===== src/hw/hmme_defs.vh =====
// Constants for the halfword multiply and move execution datapath.
// Assumes a core clock of 20 MHz and an issue stage driving one slot per cycle.
// Notes on behaviour
// - Unsigned low of src1 times signed high of src2 gives signed 32-bit product.
// - Signed low src1 (or sign-extended 5-bit constant) times unsigned low src2.
// - Unsigned low times unsigned low gives unsigned 32-bit product.
// - Unsigned low src1 times signed low src2 gives signed 32-bit product.
// - Multiplies run on the multiply unit; result visible two cycles after issue.
// - Register copy adds zero to source; single cycle on logic, shift, address units.
// - Control-file transfer accepted only on the second-side shift unit.
// - Control-file transfer moves 32 bits either way in one cycle.
// - Flag register shows set/clear writes only two cycles after the write.
// - Six top bits of addressing mode register are reserved, never written.
// - Decode 5-bit control address; 00010 reads flags, writes set; 00011 write-only.
// - Signed constant load sign-extends 16-bit immediate to 32 bits.
// - Constant loads run on shift units; result visible one cycle after issue.
// - Upper-half load writes immediate to top half, keeps low 16 bits.
`ifndef HMME_DEFS_VH
`define HMME_DEFS_VH

// Operation codes
`define HMME_OP_W           4
`define HMME_OP_NOP         4'h0
`define HMME_OP_MUL_ULSH    4'h1
`define HMME_OP_MUL_SLUL    4'h2
`define HMME_OP_MUL_ULUL    4'h3
`define HMME_OP_MUL_ULSL    4'h4
`define HMME_OP_COPY        4'h5
`define HMME_OP_CTL_RD      4'h6
`define HMME_OP_CTL_WR      4'h7
`define HMME_OP_CONST       4'h8
`define HMME_OP_UPPER       4'h9

// Unit codes
`define HMME_UNIT_W         3
`define HMME_UNIT_L         3'h0
`define HMME_UNIT_S1        3'h1
`define HMME_UNIT_S2        3'h2
`define HMME_UNIT_M         3'h3
`define HMME_UNIT_D         3'h4

// Control register addresses
`define HMME_CA_AMR         5'h00
`define HMME_CA_CSR         5'h01
`define HMME_CA_IFLAG_ISET  5'h02
`define HMME_CA_ICLR        5'h03
`define HMME_CA_IEN         5'h04
`define HMME_CA_VTP         5'h05
`define HMME_CA_IRP         5'h06
`define HMME_CA_NRP         5'h07
`define HMME_CA_FIRST_PHASE_PROGRAM_COUNTER        5'h10

// Field layout and reset values
`define HMME_AMR_WMASK      32'h03ff_ffff
`define HMME_REG_RST        32'h0000_0000

`endif


===== src/hw/hmme_exec.v =====
// Execution datapath: halfword multiplies, register copy, control-file transfer, constant loads.
// Assumes the issue stage supplies operands, a resolved condition and the issuing unit each cycle.
`timescale 1ns/1ps
`include "hmme_defs.vh"

module hmme_exec (
	input  wire                     ref_clk_in,
	input  wire                     nrst_in,
	input  wire                     issue_in,
	input  wire [`HMME_OP_W-1:0]    op_in,
	input  wire [`HMME_UNIT_W-1:0]  unit_in,
	input  wire                     cond_in,
	input  wire [31:0]              src1_in,
	input  wire                     src1_is_cst5_in,
	input  wire [4:0]               cst5_in,
	input  wire [31:0]              src2_in,
	input  wire [15:0]              cst16_in,
	input  wire [31:0]              dst_old_in,
	input  wire [4:0]               dst_addr_in,
	input  wire [4:0]               ctl_addr_in,
	input  wire [31:0]              pc_e1_in,
	input  wire [31:0]              ctl_csr_in,
	output reg                      wr_en_out,
	output reg  [4:0]               wr_addr_out,
	output reg  [31:0]              wr_data_out,
	output reg                      illegal_unit_out,
	output wire [31:0]              amr_out,
	output wire [31:0]              csr_out,
	output wire [31:0]              iflag_out,
	output wire [31:0]              ien_out,
	output wire [31:0]              vtp_out,
	output wire [31:0]              irp_out,
	output wire [31:0]              nrp_out
);

////////////////////////////////////////////////////////////////////////////////
// Issue decode
wire        go     = issue_in & cond_in;
wire        is_mul = (op_in == `HMME_OP_MUL_ULSH) | (op_in == `HMME_OP_MUL_SLUL) |
                     (op_in == `HMME_OP_MUL_ULUL) | (op_in == `HMME_OP_MUL_ULSL);
wire        is_ctl = (op_in == `HMME_OP_CTL_RD) | (op_in == `HMME_OP_CTL_WR);
wire        on_s   = (unit_in == `HMME_UNIT_S1) | (unit_in == `HMME_UNIT_S2);
reg         unit_ok;

always @* begin
	unit_ok = 1'b0;
	if (is_mul)
		unit_ok = (unit_in == `HMME_UNIT_M);
	else if (is_ctl)
		unit_ok = (unit_in == `HMME_UNIT_S2);
	else if (op_in == `HMME_OP_COPY)
		unit_ok = on_s | (unit_in == `HMME_UNIT_L) | (unit_in == `HMME_UNIT_D);
	else if (op_in == `HMME_OP_CONST || op_in == `HMME_OP_UPPER)
		unit_ok = on_s;
end

wire        act    = go & unit_ok;

////////////////////////////////////////////////////////////////////////////////
// Multiplier operands, sign chosen per variant
reg  signed [16:0] ma;
reg  signed [16:0] mb;
wire signed [33:0] prod = ma * mb;

always @* begin
	ma = {1'b0, src1_in[15:0]};
	mb = {1'b0, src2_in[15:0]};
	case (op_in)
	`HMME_OP_MUL_ULSH: begin
		mb = {src2_in[31], src2_in[31:16]};
	end
	`HMME_OP_MUL_SLUL: begin
		if (src1_is_cst5_in)
			ma = {{12{cst5_in[4]}}, cst5_in};
		else
			ma = {src1_in[15], src1_in[15:0]};
	end
	`HMME_OP_MUL_ULSL: begin
		mb = {src2_in[15], src2_in[15:0]};
	end
	default: begin
		ma = {1'b0, src1_in[15:0]};
	end
	endcase
end

////////////////////////////////////////////////////////////////////////////////
// Control register file
reg  [31:0] amr_q;
reg  [31:0] csr_q;
reg  [31:0] iflag_q;
reg  [31:0] ien_q;
reg  [31:0] vtp_q;
reg  [31:0] irp_q;
reg  [31:0] nrp_q;
reg  [31:0] iset_q;
reg  [31:0] iclr_q;
reg         ipend_q;

wire        ctl_wr = act & (op_in == `HMME_OP_CTL_WR);
// Set and clear are staged one cycle so the flag view lags by two cycles
wire        iset_w = ctl_wr & (ctl_addr_in == `HMME_CA_IFLAG_ISET);
wire        iclr_w = ctl_wr & (ctl_addr_in == `HMME_CA_ICLR);

always @(posedge ref_clk_in or negedge nrst_in) begin
	if (!nrst_in) begin
		amr_q   <= `HMME_REG_RST;
		csr_q   <= `HMME_REG_RST;
		iflag_q <= `HMME_REG_RST;
		ien_q   <= `HMME_REG_RST;
		vtp_q   <= `HMME_REG_RST;
		irp_q   <= `HMME_REG_RST;
		nrp_q   <= `HMME_REG_RST;
		iset_q  <= `HMME_REG_RST;
		iclr_q  <= `HMME_REG_RST;
		ipend_q <= 1'b0;
	end else begin
		ipend_q <= iset_w | iclr_w;
		iset_q  <= iset_w ? src2_in : 32'h0000_0000;
		iclr_q  <= iclr_w ? src2_in : 32'h0000_0000;
		if (ipend_q)
			iflag_q <= (iflag_q & ~iclr_q) | iset_q;
		if (ctl_wr) begin
			case (ctl_addr_in)
			`HMME_CA_AMR: amr_q <= (amr_q & ~`HMME_AMR_WMASK) | (src2_in & `HMME_AMR_WMASK);
			`HMME_CA_CSR: csr_q <= src2_in;
			`HMME_CA_IEN: ien_q <= src2_in;
			`HMME_CA_VTP: vtp_q <= src2_in;
			`HMME_CA_IRP: irp_q <= src2_in;
			`HMME_CA_NRP: nrp_q <= src2_in;
			default: ;
			endcase
		end
	end
end

reg  [31:0] ctl_rd;
always @* begin
	case (ctl_addr_in)
	`HMME_CA_AMR:        ctl_rd = amr_q;
	`HMME_CA_CSR:        ctl_rd = csr_q | ctl_csr_in;
	`HMME_CA_IFLAG_ISET: ctl_rd = iflag_q;
	`HMME_CA_IEN:        ctl_rd = ien_q;
	`HMME_CA_VTP:        ctl_rd = vtp_q;
	`HMME_CA_IRP:        ctl_rd = irp_q;
	`HMME_CA_NRP:        ctl_rd = nrp_q;
	`HMME_CA_FIRST_PHASE_PROGRAM_COUNTER:       ctl_rd = pc_e1_in;
	default:             ctl_rd = 32'h0000_0000;
	endcase
end

////////////////////////////////////////////////////////////////////////////////
// Single-cycle results, written at the end of the issue cycle
reg         one_we;
reg  [31:0] one_data;
always @* begin
	one_we   = act;
	one_data = 32'h0000_0000;
	case (op_in)
	`HMME_OP_COPY:   one_data = src2_in + 32'h0000_0000;
	`HMME_OP_CTL_RD: one_data = ctl_rd;
	`HMME_OP_CONST:  one_data = {{16{cst16_in[15]}}, cst16_in};
	`HMME_OP_UPPER:  one_data = {cst16_in, dst_old_in[15:0]};
	default:         one_we   = 1'b0;
	endcase
end

////////////////////////////////////////////////////////////////////////////////
// Multiply pipeline: E1 captures product, E2 writes back
reg         m1_v_q;
reg  [4:0]  m1_a_q;
reg  [31:0] m1_p_q;

always @(posedge ref_clk_in or negedge nrst_in) begin
	if (!nrst_in) begin
		m1_v_q           <= 1'b0;
		m1_a_q           <= 5'h00;
		m1_p_q           <= 32'h0000_0000;
		wr_en_out        <= 1'b0;
		wr_addr_out      <= 5'h00;
		wr_data_out      <= 32'h0000_0000;
		illegal_unit_out <= 1'b0;
	end else begin
		m1_v_q           <= act & is_mul;
		m1_a_q           <= dst_addr_in;
		m1_p_q           <= prod[31:0];
		illegal_unit_out <= go & ~unit_ok & (op_in != `HMME_OP_NOP);
		// Multiply write-back takes the port; issue must avoid a same-cycle single-cycle write
		if (m1_v_q) begin
			wr_en_out   <= 1'b1;
			wr_addr_out <= m1_a_q;
			wr_data_out <= m1_p_q;
		end else begin
			wr_en_out   <= one_we;
			wr_addr_out <= dst_addr_in;
			wr_data_out <= one_data;
		end
	end
end

assign amr_out   = amr_q;
assign csr_out   = csr_q;
assign iflag_out = iflag_q;
assign ien_out   = ien_q;
assign vtp_out   = vtp_q;
assign irp_out   = irp_q;
assign nrp_out   = nrp_q;

endmodule


===== config.mk =====
export PLATFORM = sky130hd
export DESIGN_NAME = hmme_exec
export DESIGN_NICKNAME = d
export VERILOG_FILES = /design/src/hw/hmme_exec.v
export VERILOG_INCLUDE_DIRS = /design/src /design/src/hw
export SDC_FILE = /design/constraint.sdc
export NUM_CORES = 1
export LEC_CHECK = 0
export BUFFER_PORTS_ARGS = -buffer_cell sky130_fd_sc_hd__buf_2
export CAP_MARGIN = 40
export CORE_MARGIN = 1.5
export CORE_UTILIZATION = 50
export DETAILED_ROUTE_END_ITERATION = 6
export MAX_ROUTING_LAYER = met4
export PLACE_DENSITY_LB_ADDON = 0.2
export SYNTH_ARGS = -nofsm -noshare
export SYNTH_HDL_FRONTEND = slang
export SYNTH_SLANG_ARGS = --single-unit

===== constraint.sdc =====
create_clock -name ref_clk_in -period 2.3 [get_ports ref_clk_in]
set_input_delay 0.46 -clock ref_clk_in [delete_from_list [all_inputs] [get_ports ref_clk_in]]
set_output_delay 0.46 -clock ref_clk_in [all_outputs]
set_load 0.005 [all_outputs]

==> results.cfg, run 1 <==
[yosys]
ys.flop_type = dfrtp_1
synth_area_leaders = dfrtp_1, fa_1, mux2_2
yosysUniqueCellTypes = 77
ys_warn_count = 0
synthTopCellsByCount = dfrtp_1, inv_1, fa_1
yosysMostFrequentCell = dfrtp_1
synth_top_cell_by_area = dfrtp_1
avgSynthCellArea_um2 = 10.71
synthesis.area_um2 = 26060
seq_area_frac_synth_pct = 34.56
yosys_register_bits = 360
yosys.area.top_type_share_pct = 34.56
synth_enable_flop_cells = 0
async_flop_share_pct = 100.0
synthCells = 2433

[floorplan]
die_h_um = 231.3
die_w_um = 231.3
start_util_pct = 50.70
core_region_area_um2 = 51410
rows = 83
dieArea_um2 = 53510
io_pins = 466

[clocking]
clock_latency_ps = 540
cts.sinks = 360
cts_tree = yes
h-tree-depth = 2
cts_buffer_depth = 3
cts-root-buf = clkbuf_16
cts_made_buffers = 36
clk_pin_slew_ps = 60

[timing]
rsz0062_at_grt = true
hold_violations = 0
finalCritPeriodShare_pct = 271.1
worst_pin_slew_ps = 702.9
drv_slew = 0
finalClockSkew_ps = 30.72
setup_violations = 30
period_needed_ps = 6235
hold_ws_ps = 37.93
max_freq_ghz = 0.1604
setup_slack_ps = -3935
slew_headroom_pct = 53.14

[pwr]
p_leak_nw = 18.47
power_density_nw_per_um2 = 1332
power.total_mw = 47.57
ir_drop_mv = 2.054

[place]
place_congestion = 1.042
dp_hpwl_mm = 80.88
dp.cells = 3804
port_buffers = 427
post-place-ws_ps = -4487

[layout]
fill_cells = 3787
register_area_um2 = 9010
area_delta_synth_final_pct = 37.01
drive_gt1_share_pct = 42.37
fin_cells = 3947
final_net_count = 3804
multiInputGateArea_um2 = 16660

[setup_path]
crit_arrival_ps = 6640
critPathBufInv = 9
slowest_delay_ps = 500
worstSetupPathDepth = 26
cp_slowest_cell = fa_1
crit_top_cell = fa_1
reg2regPathDepth = 5
worst_setup_path_start_kind = input port
worstPathMaxFanout = 8
path_class = input port to register
cp_top_family = adder cells
endpoint_kind = register
critical_path_required_ps = 2710

[detailed_routing]
vias_per_cell = 5.841
vias = 23055
dr.pass1.iters = 6
drt_wl_total_mm = 104.2
drc = 0
drt-initial-drc-count = 2312
antenna_left = 0
wl_per_cell_um = 26.39

[global_route]
grt_pass1_vias = 23492
grt_max_degree = 65
grt_pass1_wl_mm = 149.5
antenna_found_initial = 6
grt_usage_pct = 38.99
grt_overflow = 0

[status]
status = finished with violations
violations = setup timing

[hold_path]
holdPathStages = 1
hold_path.class = input port to register

[run]
drv_cap = 0
-- metal layers --
layer | wire length [um] | GRT usage (%)
met2 | 49610 | 62.79
met4 | 5872 | 17.44
met5 | 0 | -
met1 | 40120 | 49.32
met3 | 8549 | 5.229
-- stage by stage --
stage | cell area, um^2 | utilization (%) | TNS [ps]
4_1_cts | 34890 | 67.87 | -92580
3_3_place_gp | 32470 | 63.16 | -203500
3_5_place_dp | 32470 | 63.16 | -217000
2_1_floorplan | 26620 | - | -97250
5_1_grt | 35710 | 69.47 | -102790
6_report | 35710 | 69.47 | -95060
-- power by group --
group / switching, mW / internal, mW / leakage (nW)
registers: 0.107 / 6.98 / 4.93
clock network: 2.59 / 3.92 / 0.640
logic: 16.6 / 17.3 / 12.9
-- final cells by class --
class                   count  area share (%)
multi-input cells        1633           46.66
flip-flops and latches    360           25.23
repair buffers            916           19.03
inverters                 290           3.048
clock buffers              46           2.831
well taps                 680           2.383
clock inverters            17          0.7883
diodes                      5         0.03504
-- final timing paths --
path                                 from        endpoint  slack [ps]
hold / removal             dst_addr_in[4]       m1_a_q[4]          40
setup / recovery                 op_in[2]      m1_p_q[22]       -3930
hold reg to reg                iset_q[31]   iflag_out[31]         440
max in group asynchronous         nrst_in       m1_p_q[9]        1030
min in group asynchronous         nrst_in     ien_out[20]         480
setup reg to reg               vtp_out[0]  wr_data_out[0]         320
-- cell families after synthesis --
logic type	share of synthesized area [%]
simple gates	10.60
buf+inv	6.946
compound gates	10.30
fa+ha+maj	25.60
flops	34.56
mux	10.78
xor+xnor	1.200
other cells	0.01439
-- state kept, by name (all words and copies together) (netlist names), 32 cells and up --
signal       cells
csr_out         32
iclr_q          32
ien_out         32
iflag_out       32
irp_out         32
iset_q          32
m1_p_q          32
nrp_out         32
vtp_out         32
wr_data_out     32
-- cell usage in the layout (no fill, tap or decap), types with 19 or more instances in the layout --
master	count
nor2_2	21
dfrtp_1	359
fa_1	256
o21ai_0	68
a221oi_1	28
and2_1	66
mux2_2	142
buf_12	51
buf_6	46
a22oi_1	31
nand3_1	19
mux2_1	59
a22o_1	55
buf_2	423
buf_4	383
mux2i_1	21
inv_2	35
nand2_1	208
ha_4	34
a21o_1	25
clkbuf_16	44
a211oi_1	21
nor2_1	180
inv_1	255
ha_1	44
a21oi_1	30
fa_2	26
-- what timing repair did --
item	in CTS	in global routing
pin swaps	78	84
gates resized for setup	168	117
endpoints found under the hold margin	51	0
hold buffers	1	0
setup endpoints to repair	30	151
gates cloned	5	7
buffers inserted	45	28
Power figures use the tool's default switching activity.
==> run 2: changes to the inputs <==
- RECOVER_POWER: default -> 25
==> run 2 against run 1 <==
  * The flow finishes with violations (DRC, capacitance limit, slew limit, setup timing)
  * Clock-buffer cell count is the same
  * Register-to-register slack hardly changed
  * Critical path depth stayed put
  * First-iteration DRC count is 3.4% higher
  * Clock skew fell by 1.9 ps
  * Combinational power is essentially flat
  * Power about the same
  * Utilization fell by 0.056 points
  * Clock power is essentially flat
  * Worst setup slack improved by 8.5 ps
  * Via count up 0.14%
  * Largest power group unchanged
  * Highest routed layer unchanged
==> results.cfg, run 2 (same netlist as run 1, synthesis figures left out) <==
[global_route]
grt_pass1_vias = 23492
grt_max_degree = 65
antenna_found_initial = 6
grt_usage_pct = 38.99
grt_overflow = 0
grt_pass1_wl_mm = 149.5

[floorplan]
die_w_um = 231.3
die_h_um = 231.3
core_region_area_um2 = 51410
start_util_pct = 50.70
dieArea_um2 = 53510
rows = 83
io_pins = 466

[pwr]
seq_power_share_pct = 14.9
power.total_mw = 47.60
power_density_nw_per_um2 = 1334
combPwrFrac_pct = 71.5
p_leak_nw = 18.45
switching_share_pct = 40.67
p_switching_mw = 19.36
ir_drop_mv = 2.056
power.share.clock_pct = 13.7
p_int_mw = 28.24

[layout]
fin_util_pct = 69.41
drive_gt1_share_pct = 42.24
final_net_count = 3804
layout_common_cells = buf_2, buf_4, dfrtp_1
register_area_um2 = 9010
fill_cells = 3793
multiInputGateArea_um2 = 16660
fin_cells = 3947
area_delta_synth_final_pct = 36.90
final_common_cell = buf_2

[setup_path]
crit_arrival_ps = 6630
worstPathMaxFanout = 8
critical_path_required_ps = 2710
path_class = input port to register
worst_setup_path_start_kind = input port
endpoint_kind = register

[timing]
setup_slack_ps = -3926
hold_ws_ps = 39.96
finalCritPeriodShare_pct = 270.7
slew_headroom_pct = -27.86
finalClockSkew_ps = 28.79
setup_violations = 30
worst_pin_slew_ps = 1918
hold_violations = 0
rsz0062_at_grt = true
period_needed_ps = 6226
drv_slew = 61
max_freq_ghz = 0.1606

[clocking]
clk_pin_slew_ps = 60
clock_latency_ps = 540
cts_buffer_depth = 3
cts_tree = yes
cts_made_buffers = 36
cts.sinks = 360
h-tree-depth = 2
cts-root-buf = clkbuf_16

[detailed_routing]
highest_layer = met4
vias = 23087
wl_met3_mm = 8.760
wl_met1_mm = 39.84
drt-initial-drc-count = 2391
drc = 7
antenna_left = 0
dr.pass1.iters = 7
drt_wl_total_mm = 104.2
wl_met2_mm = 49.73
wl_per_cell_um = 26.40
vias_per_cell = 5.849

[place]
port_buffers = 427
dp_hpwl_mm = 80.88
dp.cells = 3804
post-place-ws_ps = -4487
place_congestion = 1.042

[status]
violations = DRC, capacitance limit, slew limit, setup timing
status = finished with violations

[run]
drv_cap = 1

[hold_path]
hold_path.class = input port to register
[run 2: changes by cell type in the layout (fill, tap and decap cells not counted), sizes merged]
cell    change
buf         -7
clkbuf      +7
[run 2: worst paths after layout]
kind                           startpoint  slack [ps]               to  cells after the start
setup / recovery                 op_in[2]       -3930       m1_p_q[22]                     26
hold / removal             dst_addr_in[4]          40        m1_a_q[4]                      1
setup reg to reg              csr_out[31]         330  wr_data_out[31]                      6
hold reg to reg                iset_q[31]         440    iflag_out[31]                      1
max in group asynchronous         nrst_in           0          ipend_q                      2
min in group asynchronous         nrst_in         990      ien_out[20]                      2
[run 2: final cells by class]
cell class	instances	share of cell area (%)
repair buffers	916	18.96
flip-flops and latches	360	25.25
inverters	290	3.051
diodes	5	0.03507
multi-input cells	1633	46.70
clock inverters	17	0.7890
clock buffers	46	2.833
well taps	680	2.384
[run 2: layer usage]
| metal | vias up | global-route usage [%] |
|---|---|---|
| li1 | 9678 | - |
| met1 | 11753 | 49.32 |
| met2 | 1334 | 62.79 |
| met3 | 322 | 5.229 |
| met4 | 0 | 17.44 |
| met5 | - | - |
[run 2: critical path, stage by stage]
cell and delay, ps:
buf_12 110, nor4b_4 310, buf_12 190, buf_6 110
mux2i_4 330, buf_6 150, nor2_1 40, fa_1 490
inv_2 40, fa_2 530, fa_1 430, fa_1 540
inv_2 40, fa_1 470, inv_1 50, fa_1 510
inv_2 50, ha_4 220, and3_4 160, a221o_1 310
a21o_1 220, buf_4 140, o211ai_1 280, a21boi_2 120
o211ai_1 190, o311ai_1 130
[run 2: power groups by stage]
stage               clock [mW]  combinational (mW)  sequential [mW]
finish                    6.50                34.0             7.09
detailed placement           0                28.0             7.20
CTS                       6.52                30.5             7.08
global placement             0                27.3             7.19
global route              6.76                36.9             7.11
floorplan                    0                17.9             7.16
[run 2: stage by stage]
stage / area (um^2) / TNS [ps]
after floorplan: 26620 / -97250
after global placement: 32470 / -203500
after detailed placement: 32470 / -217000
after CTS: 34890 / -92580
after global routing: 35680 / -121090
final: 35680 / -95010
[run 2: timing repair]
item / 4_1_cts / 5_1_grt
pin swaps: 78 / 84
setup buffers: 45 / 28
hold endpoints to repair: 51 / 0
hold buffers: 1 / 0
endpoints found under the setup margin: 30 / 151
cloned: 5 / 7
gates resized for setup: 168 / 117
